--- src/inc/aerc_defs.svh ---
`ifndef AERC_DEFS_SVH
`define AERC_DEFS_SVH

`define AERC_ADDR_W        12
`define AERC_OFF_SEV       12'h010c
`define AERC_OFF_CSTAT     12'h0110
`define AERC_OFF_CMASK     12'h0114
`define AERC_OFF_IRQ_STAT  12'h0130
`define AERC_OFF_IRQ_MASK  12'h0134

`define AERC_SEV_IMPL      32'h003f_f011
`define AERC_SEV_RST       32'h0006_2011
`define AERC_COR_IMPL      32'h0000_31c1
`define AERC_CMASK_RST     32'h0000_2000

`define AERC_COR_RX_ERR    0
`define AERC_COR_BAD_TLP   6
`define AERC_COR_BAD_DLLP  7
`define AERC_COR_RPL_ROLL  8
`define AERC_COR_RPL_TMO   12
`define AERC_COR_ADVISORY  13

`define AERC_IRQ_W         2
`define AERC_IRQ_REPORT    0
`define AERC_IRQ_SUPPR     1
`define AERC_IRQ_MASK_RST  2'h0

`endif

--- src/inc/aerc_pkg.sv ---
package aerc_pkg;
    typedef enum logic [2:0] {
        AERC_SEL_NONE,
        AERC_SEL_SEV,
        AERC_SEL_CSTAT,
        AERC_SEL_CMASK,
        AERC_SEL_ISTAT,
        AERC_SEL_IMASK
    } aerc_sel_t;
endpackage : aerc_pkg

--- src/design/aerc_w1c_bits.sv ---
`timescale 1ns/1ns
`default_nettype none
`include "aerc_defs.svh"

// Sticky bits: set wins over a write-one clear in the same cycle
module aerc_w1c_bits
#(
    parameter int         W    = 32,
    parameter logic [W-1:0] IMPL = '1
)
(
    input  wire logic         sys_clk,
    input  wire logic         resetn,
    input  wire logic [W-1:0] set_i,
    input  wire logic         clr_we,
    input  wire logic [W-1:0] clr_data,
    output var  logic [W-1:0] bits_r
);
    genvar i;
    generate
        for (i = 0; i < W; i++)
        begin : g_bit
            if (IMPL[i])
            begin : g_impl
                always_ff @(posedge sys_clk)
                begin
                    if (!resetn)
                        bits_r[i] <= 1'b0;
                    else if (set_i[i])
                        bits_r[i] <= 1'b1;
                    else if (clr_we && clr_data[i])
                        bits_r[i] <= 1'b0;
                end
            end
            else
            begin : g_rsvd
                // Own flop per bit so no bit mixes process kinds
                always_ff @(posedge sys_clk)
                    bits_r[i] <= 1'b0;
            end
        end
    endgenerate
endmodule : aerc_w1c_bits

`default_nettype wire

--- src/design/aerc_rw_reg.sv ---
`timescale 1ns/1ns
`default_nettype none
`include "aerc_defs.svh"

// Plain read/write register; bits outside IMPL hold zero
module aerc_rw_reg
#(
    parameter int           W    = 32,
    parameter logic [W-1:0] IMPL = '1,
    parameter logic [W-1:0] RST  = '0
)
(
    input  wire logic         sys_clk,
    input  wire logic         resetn,
    input  wire logic         we,
    input  wire logic [W-1:0] wdata,
    output var  logic [W-1:0] q_r
);
    always_ff @(posedge sys_clk)
    begin
        if (!resetn)
            q_r <= RST & IMPL;
        else if (we)
            q_r <= wdata & IMPL;
    end
endmodule : aerc_rw_reg

`default_nettype wire

--- src/design/aerc_err_regs.sv ---
// Our own choice: the strobed register port.
`timescale 1ns/1ns
`default_nettype none
`include "aerc_defs.svh"

module aerc_err_regs
    import aerc_pkg::*;
(
    input  wire logic                     sys_clk,
    input  wire logic                     resetn,
    input  wire logic [`AERC_ADDR_W-1:0]  addr,
    input  wire logic [31:0]              wdata,
    input  wire logic                     wr_stb,
    input  wire logic                     rd_stb,
    output var  logic [31:0]              rdata,
    input  wire logic                     ev_rx_err,
    input  wire logic                     ev_bad_tlp,
    input  wire logic                     ev_bad_dllp,
    input  wire logic                     ev_replay_roll,
    input  wire logic                     ev_replay_tmo,
    input  wire logic                     ev_advisory,
    output var  logic [31:0]              severity,
    output var  logic [31:0]              cor_log_req,
    output var  logic                     cor_msg_req,
    output var  logic                     irq
);
    // ==========================================================
    // Address decode
    // ==========================================================
    function automatic aerc_sel_t dec(input logic [`AERC_ADDR_W-1:0] a);
        if (a == `AERC_OFF_SEV)
            return AERC_SEL_SEV;
        else if (a == `AERC_OFF_CSTAT)
            return AERC_SEL_CSTAT;
        else if (a == `AERC_OFF_CMASK)
            return AERC_SEL_CMASK;
        else if (a == `AERC_OFF_IRQ_STAT)
            return AERC_SEL_ISTAT;
        else if (a == `AERC_OFF_IRQ_MASK)
            return AERC_SEL_IMASK;
        else
            return AERC_SEL_NONE;
    endfunction : dec

    aerc_sel_t sel;
    assign sel = dec(addr);

    // ==========================================================
    // Error registers
    // ==========================================================
    logic [31:0] sev_r;
    logic [31:0] cstat_r;
    logic [31:0] cmask_r;
    logic [31:0] ev_vec;

    always_comb
    begin
        ev_vec = 32'h0000_0000;
        ev_vec[`AERC_COR_RX_ERR]   = ev_rx_err;
        ev_vec[`AERC_COR_BAD_TLP]  = ev_bad_tlp;
        ev_vec[`AERC_COR_BAD_DLLP] = ev_bad_dllp;
        ev_vec[`AERC_COR_RPL_ROLL] = ev_replay_roll;
        ev_vec[`AERC_COR_RPL_TMO]  = ev_replay_tmo;
        ev_vec[`AERC_COR_ADVISORY] = ev_advisory;
    end

    aerc_rw_reg #(
        .W    (32),
        .IMPL (`AERC_SEV_IMPL),
        .RST  (`AERC_SEV_RST)
    ) u_sev (
        .sys_clk (sys_clk),
        .resetn  (resetn),
        .we      (wr_stb && sel == AERC_SEL_SEV),
        .wdata   (wdata),
        .q_r     (sev_r)
    );

    aerc_w1c_bits #(
        .W    (32),
        .IMPL (`AERC_COR_IMPL)
    ) u_cstat (
        .sys_clk  (sys_clk),
        .resetn   (resetn),
        .set_i    (ev_vec),
        .clr_we   (wr_stb && sel == AERC_SEL_CSTAT),
        .clr_data (wdata),
        .bits_r   (cstat_r)
    );

    aerc_rw_reg #(
        .W    (32),
        .IMPL (`AERC_COR_IMPL),
        .RST  (`AERC_CMASK_RST)
    ) u_cmask (
        .sys_clk (sys_clk),
        .resetn  (resetn),
        .we      (wr_stb && sel == AERC_SEL_CMASK),
        .wdata   (wdata),
        .q_r     (cmask_r)
    );

    // ==========================================================
    // Logging and messaging requests
    // ==========================================================
    logic [31:0] ev_unmasked;
    logic [31:0] ev_masked;
    assign ev_unmasked = ev_vec & ~cmask_r;
    assign ev_masked   = ev_vec & cmask_r;

    always_ff @(posedge sys_clk)
    begin
        if (!resetn)
            cor_log_req <= 32'h0000_0000;
        else
            cor_log_req <= ev_unmasked;
    end

    always_ff @(posedge sys_clk)
    begin
        if (!resetn)
            cor_msg_req <= 1'b0;
        else
            cor_msg_req <= |ev_unmasked;
    end

    always_ff @(posedge sys_clk)
    begin
        if (!resetn)
            severity <= `AERC_SEV_RST;
        else
            severity <= sev_r;
    end

    // ==========================================================
    // Interrupt status and mask
    // ==========================================================
    logic [`AERC_IRQ_W-1:0] istat_r;
    logic [`AERC_IRQ_W-1:0] imask_r;
    logic [`AERC_IRQ_W-1:0] iset;

    always_comb
    begin
        iset = '0;
        iset[`AERC_IRQ_REPORT] = |ev_unmasked;
        iset[`AERC_IRQ_SUPPR]  = |ev_masked;
    end

    aerc_w1c_bits #(
        .W    (`AERC_IRQ_W),
        .IMPL ('1)
    ) u_istat (
        .sys_clk  (sys_clk),
        .resetn   (resetn),
        .set_i    (iset),
        .clr_we   (wr_stb && sel == AERC_SEL_ISTAT),
        .clr_data (wdata[`AERC_IRQ_W-1:0]),
        .bits_r   (istat_r)
    );

    aerc_rw_reg #(
        .W    (`AERC_IRQ_W),
        .IMPL ('1),
        .RST  (`AERC_IRQ_MASK_RST)
    ) u_imask (
        .sys_clk (sys_clk),
        .resetn  (resetn),
        .we      (wr_stb && sel == AERC_SEL_IMASK),
        .wdata   (wdata[`AERC_IRQ_W-1:0]),
        .q_r     (imask_r)
    );

    // Mask bit one enables; irq registers the next status value, so it has no lag behind istat_r
    always_ff @(posedge sys_clk)
    begin
        if (!resetn)
            irq <= 1'b0;
        else
            irq <= |((iset | (istat_r & ~(
                {`AERC_IRQ_W{wr_stb && sel == AERC_SEL_ISTAT}}
                & wdata[`AERC_IRQ_W-1:0]))) & imask_r);
    end

    // ==========================================================
    // Read port
    // ==========================================================
    always_ff @(posedge sys_clk)
    begin
        if (!resetn)
            rdata <= 32'h0000_0000;
        else if (rd_stb)
        begin
            if (sel == AERC_SEL_SEV)
                rdata <= sev_r;
            else if (sel == AERC_SEL_CSTAT)
                rdata <= cstat_r;
            else if (sel == AERC_SEL_CMASK)
                rdata <= cmask_r;
            else if (sel == AERC_SEL_ISTAT)
                rdata <= {{(32-`AERC_IRQ_W){1'b0}}, istat_r};
            else if (sel == AERC_SEL_IMASK)
                rdata <= {{(32-`AERC_IRQ_W){1'b0}}, imask_r};
            else
                rdata <= 32'h0000_0000;
        end
        else
            rdata <= 32'h0000_0000;
    end

    // ==========================================================
    // Checks
    // ==========================================================
    // Severity reset
    property p_sev_reset;
        @(posedge sys_clk) !resetn |=> sev_r == `AERC_SEV_RST;
    endproperty
    a_sev_reset: assert property (p_sev_reset)
        else $error("severity reset value wrong");

    property p_sev_write;
        @(posedge sys_clk) disable iff (!resetn)
        wr_stb && sel == AERC_SEL_SEV
        |=> sev_r == ($past(wdata) & `AERC_SEV_IMPL);
    endproperty
    a_sev_write: assert property (p_sev_write)
        else $error("severity write not stored");

    property p_rx_set;
        @(posedge sys_clk) disable iff (!resetn)
        ev_rx_err |=> cstat_r[`AERC_COR_RX_ERR];
    endproperty
    a_rx_set: assert property (p_rx_set)
        else $error("receiver error bit not set");

    property p_dllp_sticky;
        @(posedge sys_clk) disable iff (!resetn)
        cstat_r[`AERC_COR_BAD_DLLP] && !(wr_stb && sel == AERC_SEL_CSTAT)
        |=> cstat_r[`AERC_COR_BAD_DLLP];
    endproperty
    a_dllp_sticky: assert property (p_dllp_sticky)
        else $error("bad dllp bit lost");

    property p_tmo_set;
        @(posedge sys_clk) disable iff (!resetn)
        ev_replay_tmo |=> cstat_r[`AERC_COR_RPL_TMO];
    endproperty
    a_tmo_set: assert property (p_tmo_set)
        else $error("replay timeout bit not set");

    property p_rsvd;
        @(posedge sys_clk) disable iff (!resetn)
        (cstat_r & ~`AERC_COR_IMPL) == 32'h0000_0000;
    endproperty
    a_rsvd: assert property (p_rsvd)
        else $error("reserved status bit set");

    property p_mask_msg;
        @(posedge sys_clk) disable iff (!resetn)
        (ev_vec & ~cmask_r) == 32'h0000_0000 |=> !cor_msg_req;
    endproperty
    a_mask_msg: assert property (p_mask_msg)
        else $error("masked error reported");

    property p_adv_mask;
        @(posedge sys_clk) !resetn |=> cmask_r == `AERC_CMASK_RST;
    endproperty
    a_adv_mask: assert property (p_adv_mask)
        else $error("mask reset value wrong");

    property p_mask_status;
        @(posedge sys_clk) disable iff (!resetn)
        ev_advisory && cmask_r[`AERC_COR_ADVISORY]
        |=> cstat_r[`AERC_COR_ADVISORY] && !cor_log_req[`AERC_COR_ADVISORY];
    endproperty
    a_mask_status: assert property (p_mask_status)
        else $error("masked advisory not recorded");

    c_rx_report: cover property (@(posedge sys_clk) disable iff (!resetn)
        ev_rx_err ##1 cor_msg_req);
    c_clear: cover property (@(posedge sys_clk) disable iff (!resetn)
        cstat_r[`AERC_COR_BAD_TLP] ##1 !cstat_r[`AERC_COR_BAD_TLP]);
    c_irq: cover property (@(posedge sys_clk) disable iff (!resetn) irq);
endmodule : aerc_err_regs

`default_nettype wire

--- config.mk ---
export PLATFORM = sky130hd
export DESIGN_NAME = aerc_err_regs
export DESIGN_NICKNAME = d
export VERILOG_FILES = /design/src/inc/aerc_pkg.sv /design/src/design/aerc_w1c_bits.sv /design/src/design/aerc_rw_reg.sv /design/src/design/aerc_err_regs.sv
export VERILOG_INCLUDE_DIRS = /design/src /design/src/inc
export SDC_FILE = /design/constraint.sdc
export NUM_CORES = 1
export LEC_CHECK = 0
export BUFFER_PORTS_ARGS = -buffer_cell sky130_fd_sc_hd__buf_2
export CAP_MARGIN = 25
export CELL_PAD_IN_SITES_DETAIL_PLACEMENT = 0
export CELL_PAD_IN_SITES_GLOBAL_PLACEMENT = 1
export CORE_ASPECT_RATIO = 1.1
export CORE_UTILIZATION = 29
export DETAILED_ROUTE_END_ITERATION = 10
export PLACE_DENSITY_LB_ADDON = 0.1
export SYNTH_ARGS = -nofsm -noshare
export SYNTH_HDL_FRONTEND = slang
export SYNTH_SLANG_ARGS = --single-unit
--- constraint.sdc ---
create_clock -name sys_clk -period 1.6 [get_ports sys_clk]
set_input_delay 0.32 -clock sys_clk [delete_from_list [all_inputs] [get_ports sys_clk]]
set_output_delay 0.32 -clock sys_clk [all_outputs]
set_load 0.1 [all_outputs]
### Word level (Yosys, flattened, before mapping)

Index checks and enable logic that the tools add are counted.

| operators by class | value |
|---|---|
| $add $sub $neg | 0 |
| $mul | 0 |
| divide/modulo/power cells | 0 |
| $lt $le $gt $ge | 0 |
| equal/unequal tests | 10 |
| shift-type cells | 0 |
| mux-type cells | 26 |
| bitwise operators | 9 |
| reduce and logical (&&, ||, !) cells | 28 |

Operator list:

| cell | count |
|---|---|
| $reduce_or 32->1 | 2 |
| $eq 12x9->1 const B | 5 |
| $and 14x32->32 | 1 |
| $not 14->32 | 1 |
| $mux 14 | 2 |
| $mux 22 | 1 |
| $mux 1 | 16 |
| $reduce_bool 2->1 | 8 |
| $mux 3 | 5 |
| $and 14x14->14 | 1 |
| $logic_and 1x1->1 | 13 |
| $and 2x2->2 | 3 |
| $eq 3x2->1 const B | 2 |
| $eq 3x3->1 const B | 2 |
| $reduce_or 5->1 | 1 |
| $mux 2 | 2 |
| $reduce_or 2->1 | 2 |
| $reduce_or 4->1 | 1 |
| $eq 3x1->1 const B | 1 |
| $not 2->2 | 1 |
| $or 2x2->2 | 1 |
| $reduce_and 2->1 | 1 |
| $not 1->1 | 1 |

| word-level totals | value |
|---|---|
| flip-flop bits (word level) | 106 |
| latch bits | 0 |
| RAM bits | 0 |
| bits in read-only memories | 0 |
| input bits | 54 |
| output and inout bits | 98 |
| memories | 0 |

### Depth between registers and ports, before layout

| logic depth | value |
|---|---|
| depth after elaboration | 14 |
| depth in mapped cells | 7 |

### By module

From an unflattened synthesis, not the netlist that was laid out.

| unflattened totals | value |
|---|---|
| cell total of the unflattened synthesis | 498 |
| area total of the unflattened synthesis | 4561.9 µm² |

Modules (own cells, without submodules):

| module | times used | cells an instance | area each (µm²) | sequential area each (µm²) |
|---|---|---|---|---|
| aerc_err_regs | 1 | 328 | 2992.9 | 1441.4 |
| aerc_rw_reg at u_sev | 1 | 59 | 591.8 | 240.2 |
| aerc_rw_reg at u_cmask | 1 | 46 | 425.4 | 120.1 |
| aerc_w1c_bits at u_cstat | 1 | 51 | 409.1 | 120.1 |
| aerc_rw_reg at u_imask | 1 | 6 | 72.6 | 40.0 |
| aerc_w1c_bits at u_istat | 1 | 8 | 70.1 | 40.0 |

### Worst setup path before layout

OpenSTA, ideal clock, no wires.

| timing | value |
|---|---|
| path type | input to register |
| start point | in addr[2] |
| end point | reg u_sev.q_r[13] |
| library setup time | 127 ps |
| data arrival time | 1565 ps |
| required time | 1473 ps |
| setup slack | -92 ps |
| cell stages on the path | 7 |
| buffers on the path | 2 |
| path through | buf_2 nor4b_1 nand2_1 nor2_2 buf_4 mux2i_1 nand2_1 |

| between the ends | value |
|---|---|
| longest elaborated chain between the ends | 8 |

RTL lines:

| what | line | text |
|---|---|---|
| start: declaration | aerc_err_regs.sv:11 | `` input wire logic [`AERC_ADDR_W-1:0] addr, `` |
| $eq 12x9->1 (no source line) | n/a |  |
| $mux 3 | aerc_err_regs.sv:39 | `` else if (a == `AERC_OFF_IRQ_MASK) `` |
| $mux 3 | aerc_err_regs.sv:37 | `` else if (a == `AERC_OFF_IRQ_STAT) `` |
| $mux 3 | aerc_err_regs.sv:35 | `` else if (a == `AERC_OFF_CMASK) `` |
| $mux 3 | aerc_err_regs.sv:33 | `` else if (a == `AERC_OFF_CSTAT) `` |
| $mux 3 (*) | aerc_err_regs.sv:31 | `` if (a == `AERC_OFF_SEV) `` |
| $eq 3x1->1 (*) | aerc_err_regs.sv:74 | `.we (wr_stb && sel == AERC_SEL_SEV),` |
| $logic_and 1x1->1 (*) | aerc_err_regs.sv:74 |  |
| end signal: assignment | aerc_rw_reg.sv:22 | `q_r <= RST & IMPL;` |
| end signal: assignment | aerc_rw_reg.sv:24 | `q_r <= wdata & IMPL;` |
| end: declaration | aerc_rw_reg.sv:17 | `output var logic [W-1:0] q_r` |

Every way passes the cells marked *; elsewhere a longest branch is shown, timed or not.
A chain may end at the register's enable or synchronous reset.

### Worst setup path in the final report

| timing | value |
|---|---|
| start point | in addr[9] |
| end point | reg rdata[13] |

| between the ends | value |
|---|---|
| longest elaborated chain between the ends | 10 |

RTL lines:

| what | line | text |
|---|---|---|
| $eq 12x9->1 (no source line) | n/a |  |
| $mux 3 | aerc_err_regs.sv:39 |  |
| $mux 3 | aerc_err_regs.sv:37 |  |
| $mux 3 | aerc_err_regs.sv:35 |  |
| $mux 3 | aerc_err_regs.sv:33 |  |
| $mux 3 (*) | aerc_err_regs.sv:31 |  |
| $eq 3x2->1 | aerc_err_regs.sv:197 | `else if (sel == AERC_SEL_CMASK)` |
| $mux 14 | aerc_err_regs.sv:197 |  |
| $mux 14 | aerc_err_regs.sv:195 | `else if (sel == AERC_SEL_CSTAT)` |
| $mux 22 (*) | aerc_err_regs.sv:193 | `if (sel == AERC_SEL_SEV)` |
| end signal: assignment | aerc_err_regs.sv:194 | `rdata <= sev_r;` |
| end signal: assignment | aerc_err_regs.sv:196 | `rdata <= cstat_r;` |
| end signal: assignment | aerc_err_regs.sv:198 | `rdata <= cmask_r;` |
| end: declaration | aerc_err_regs.sv:15 | `output var logic [31:0] rdata,` |

Marks and branches as above.

==> out/metrics.csv <==
stage;metric;value;unit
pwr;switching part of the total;34.1;%
yosys;list of most frequent post-synthesis cells;dfxtp_1, buf_4, mux2i_1;
worst_setup_path;endpoint class of the critical path;flop;
worst_setup_path;Worst Setup Start Kind;primary input;
final_layout;Total Nets Final;428;
sta;skew final;6.10;ps
floorplanning;die height;104;um
drt;ANT nets after route;0;
yosys;Post-synth EDFFs;0;
yosys;cell accounting for the most synthesized area;dfxtp_1;
yosys;Seq/Total Area, Yosys;46.7;%
worst_setup_path;reg-to-reg slack, setup;320;ps
drt;WL final;5.90;mm
final_layout;fillers;956;
clock_tree;worst-skew pair later-pin latency;340;ps
yosys;mapped cell area;2740;um^2
final_layout;synthesis-to-layout area growth;24.5;%
sta;RSZ-0062 raised after global routing;false;
drt;DRT iter0 DRCs;16;
pwr;sequential share of power;38.3;%
global_routing;largest net degree at the start of global routing;22;
placed_design;Placed Cells;477;
global_routing;vias in the first global route;1878;
yosys;top post-synthesis cells by area;dfxtp_1, buf_4, mux2i_1, and2_1, nor2_1;
yosys;count leader, synth;dfxtp_1;
worst_setup_path;cell with the largest stage delay on the worst path;or4_4;
yosys;Yosys top cell area share;46.7;%
placed_design;post-DP HPWL;4.41;mm
pwr;VDD IR max;0.339;mV
clock_tree;TritonCTS Buffers;9;
floorplanning;Initial Util;30.4;%
worst_setup_path;critical-path cell list;buf_2, nor4b_4, nand3_2, or4_4, or2_4, o21ai_2;
final_layout;share of cells above drive strength 1;33.2;%
drt;routed len/inst;12.0;um
clock_tree;CTS Root Buffer Type;clkbuf_8;
sta;final worst path period need;1520;ps
sta;endpoints failing setup;0;
clock_tree;CTS tree;yes;
sta;Hold Vio Cnt, Final;0;
final_layout;Ant. Diodes;0;
run;max cap viols;0;
yosys;asr flop ratio synth;0;%
placed_design;Setup WS pre-CTS;-274;ps
global_routing;first-pass GRT wire length;9.07;mm
drt;Via density;3.93;
worst_hold_path;worst min path class;primary input to flop;
clock_tree;setup bufs post-CTS;0;
final_layout;design area;3410;um^2
placed_design;number of port buffers;73;
pwr;Leakage;1.62;nW
pwr;P per Cell Area;1240;nW/um^2
yosys;Yosys warnings;0;
final_layout;final std cells w/o fill;493;
clock_tree;CTS Hold Bufs;0;
floorplanning;num rows;36;
floorplanning;I/O pin total;152;
sta;final worst path period share;95.0;%
clock_tree;Clock Sinks;64;
global_routing;Congestion Overflow GR;0;
worst_setup_path;capturing point of the worst reg2reg path;irq$_SDFF_PN0_;
worst_setup_path;CP arrival;1800;ps
sta;max frequency;0.658;GHz
worst_setup_path;cells on worst reg2reg path;4;
yosys;Cells after Synth;278;
worst_setup_path;crit path max fanout;5;
floorplanning;die span in x;94.7;um
pwr;combinational power share;20.8;%
yosys;Seq cells post-synth;64;
worst_setup_path;crit-path max cell delay;440;ps
pwr;Int Pwr;2.79;mW
worst_setup_path;worst setup path startpoint;addr[9];
placed_design;Final Wtd Congestion;0.725;
yosys;Syn Area/Cell;9.87;um^2
placed_design;Post-DP Area;3160;um^2
clock_tree;Worst-path clk slew;80;ps
drt;number of remaining DRC errors;0;
floorplanning;full die area;9850;um^2
sta;WHS;198;ps
pwr;Switching Power;1.44;mW
status;status;complete, no violations;
drt;Pre-Repair DR Iteration Count;4;
sta;Final Max Tran Viols;0;
global_routing;GRT Total Usage;12.2;%
worst_setup_path;Crit Path Class;primary input to flop;
worst_setup_path;CP required;1880;ps
clock_tree;H-Tree Level Count;3;
worst_setup_path;Worst Setup EP;rdata[13]$_SDFF_PN0_;
worst_setup_path;RR Startpoint;u_cmask.q_r[8]$_SDFFE_PN0P_;
global_routing;initial antenna violation count;0;
floorplanning;Core Area;9010;um^2
clock_tree;cts repair resizes;0;
yosys;Netlist cell types;39;
clock_tree;maximum clock path buffer count;2;
yosys;Post-synth top flop;dfxtp_1;
drt;vias;1938;
pwr;Clock Power Share;41.0;%
sta;final worst setup slack;79.6;ps
[per-stage QoR]
step	total power, mW	TNS, ps	util [%]
floorplan	2.55	-337	-
global placement	2.54	-6620	35.1
detailed placement	2.54	-7140	35.1
CTS	4.29	0	37.9
global route	4.39	0	37.9
finish	4.24	0	37.9
[worst min-delay path by stage]
stage                                     from                          to  depth (start not counted)
finish                               wdata[17]  u_sev.q_r[17]$_SDFFE_PN1P_                          3
global route                         wdata[18]  u_sev.q_r[18]$_SDFFE_PN1P_                          3
global placement     u_sev.q_r[4]$_SDFFE_PN1P_      severity[4]$_SDFF_PN1_                          1
CTS                                  wdata[17]  u_sev.q_r[17]$_SDFFE_PN1P_                          3
detailed placement   u_sev.q_r[4]$_SDFFE_PN1P_      severity[4]$_SDFF_PN1_                          1
floorplan           u_sev.q_r[17]$_SDFFE_PN1P_     severity[17]$_SDFF_PN1_                          1
[per-layer routing]
metal  share of wire (%)  track usage (%)  wire (um)
met5                   0                0          0
met4                 2.1             6.28        125
met3                 6.8             3.51        399
met2                  49             20.3       2880
met1                  42             13.9       2500
[flip-flops by register name, summed over array words and instances (netlist names)]
name            cells
cor_log_req         6
cor_msg_req         1
irq                 1
rdata              16
severity           12
u_cmask.q_r         6
u_cstat.bits_r      6
u_imask.q_r         2
u_istat.bits_r      2
u_sev.q_r          12
[critical path: cells and delay by family]
| kind | cells | cell delay (ps) |
|---|---|---|
| and+or+nand+nor | 4 | 1230 |
| AOI/OAI and AO/OA | 1 | 130 |
| buffers and inverters | 1 | 110 |
[power by group through the flow]
stage                     clock network [mW]  registers [mW]  logic, mW
final                                   1.74            1.62      0.880
after global routing                    1.86            1.62      0.909
after CTS                               1.79            1.62      0.880
after detailed placement                   0            1.66      0.879
after global placement                     0            1.66      0.881
after floorplan                            0            1.72      0.829
[cell families (layout without fill, tap and decap cells)]
family / after synthesis / count (layout) / share of synthesized area, %
AND/OR/NAND/NOR: 81 / 81 / 16.7
flip-flops: 64 / 64 / 46.7
AO/OA/AOI/OAI: 28 / 28 / 7.12
other: 1 / 62 / 0.137
buffers and inverters: 78 / 118 / 19.3
multiplexers: 26 / 26 / 9.95
[cells in the final DEF (no fill, tap or decap), types with 3 or more instances in the layout]
| cell | n |
|---|---|
| a21bo_2 | 5 |
| a21oi_1 | 7 |
| and2_1 | 17 |
| buf_2 | 73 |
| buf_4 | 20 |
| bufinv_16 | 3 |
| clkbuf_8 | 10 |
| conb_1 | 62 |
| dfxtp_1 | 64 |
| inv_1 | 7 |
| mux2i_1 | 25 |
| nand2_1 | 12 |
| nand2b_1 | 5 |
| nor2_1 | 21 |
| nor3_1 | 8 |
| o21ai_0 | 4 |
| o22ai_1 | 3 |
[cell type report]
class / count / area (um^2) / share of cell area (%)
sequential: 64 / 1280 / 37.5
clock buffer: 10 / 138 / 4.03
timing repair buffer: 94 / 536 / 15.7
inverter: 8 / 30.0 / 0.880
multi-input combinational: 197 / 1170 / 34.3
tap: 114 / 143 / 4.18
clock inverter: 6 / 115 / 3.37
(Power assumes the default switching activity.)
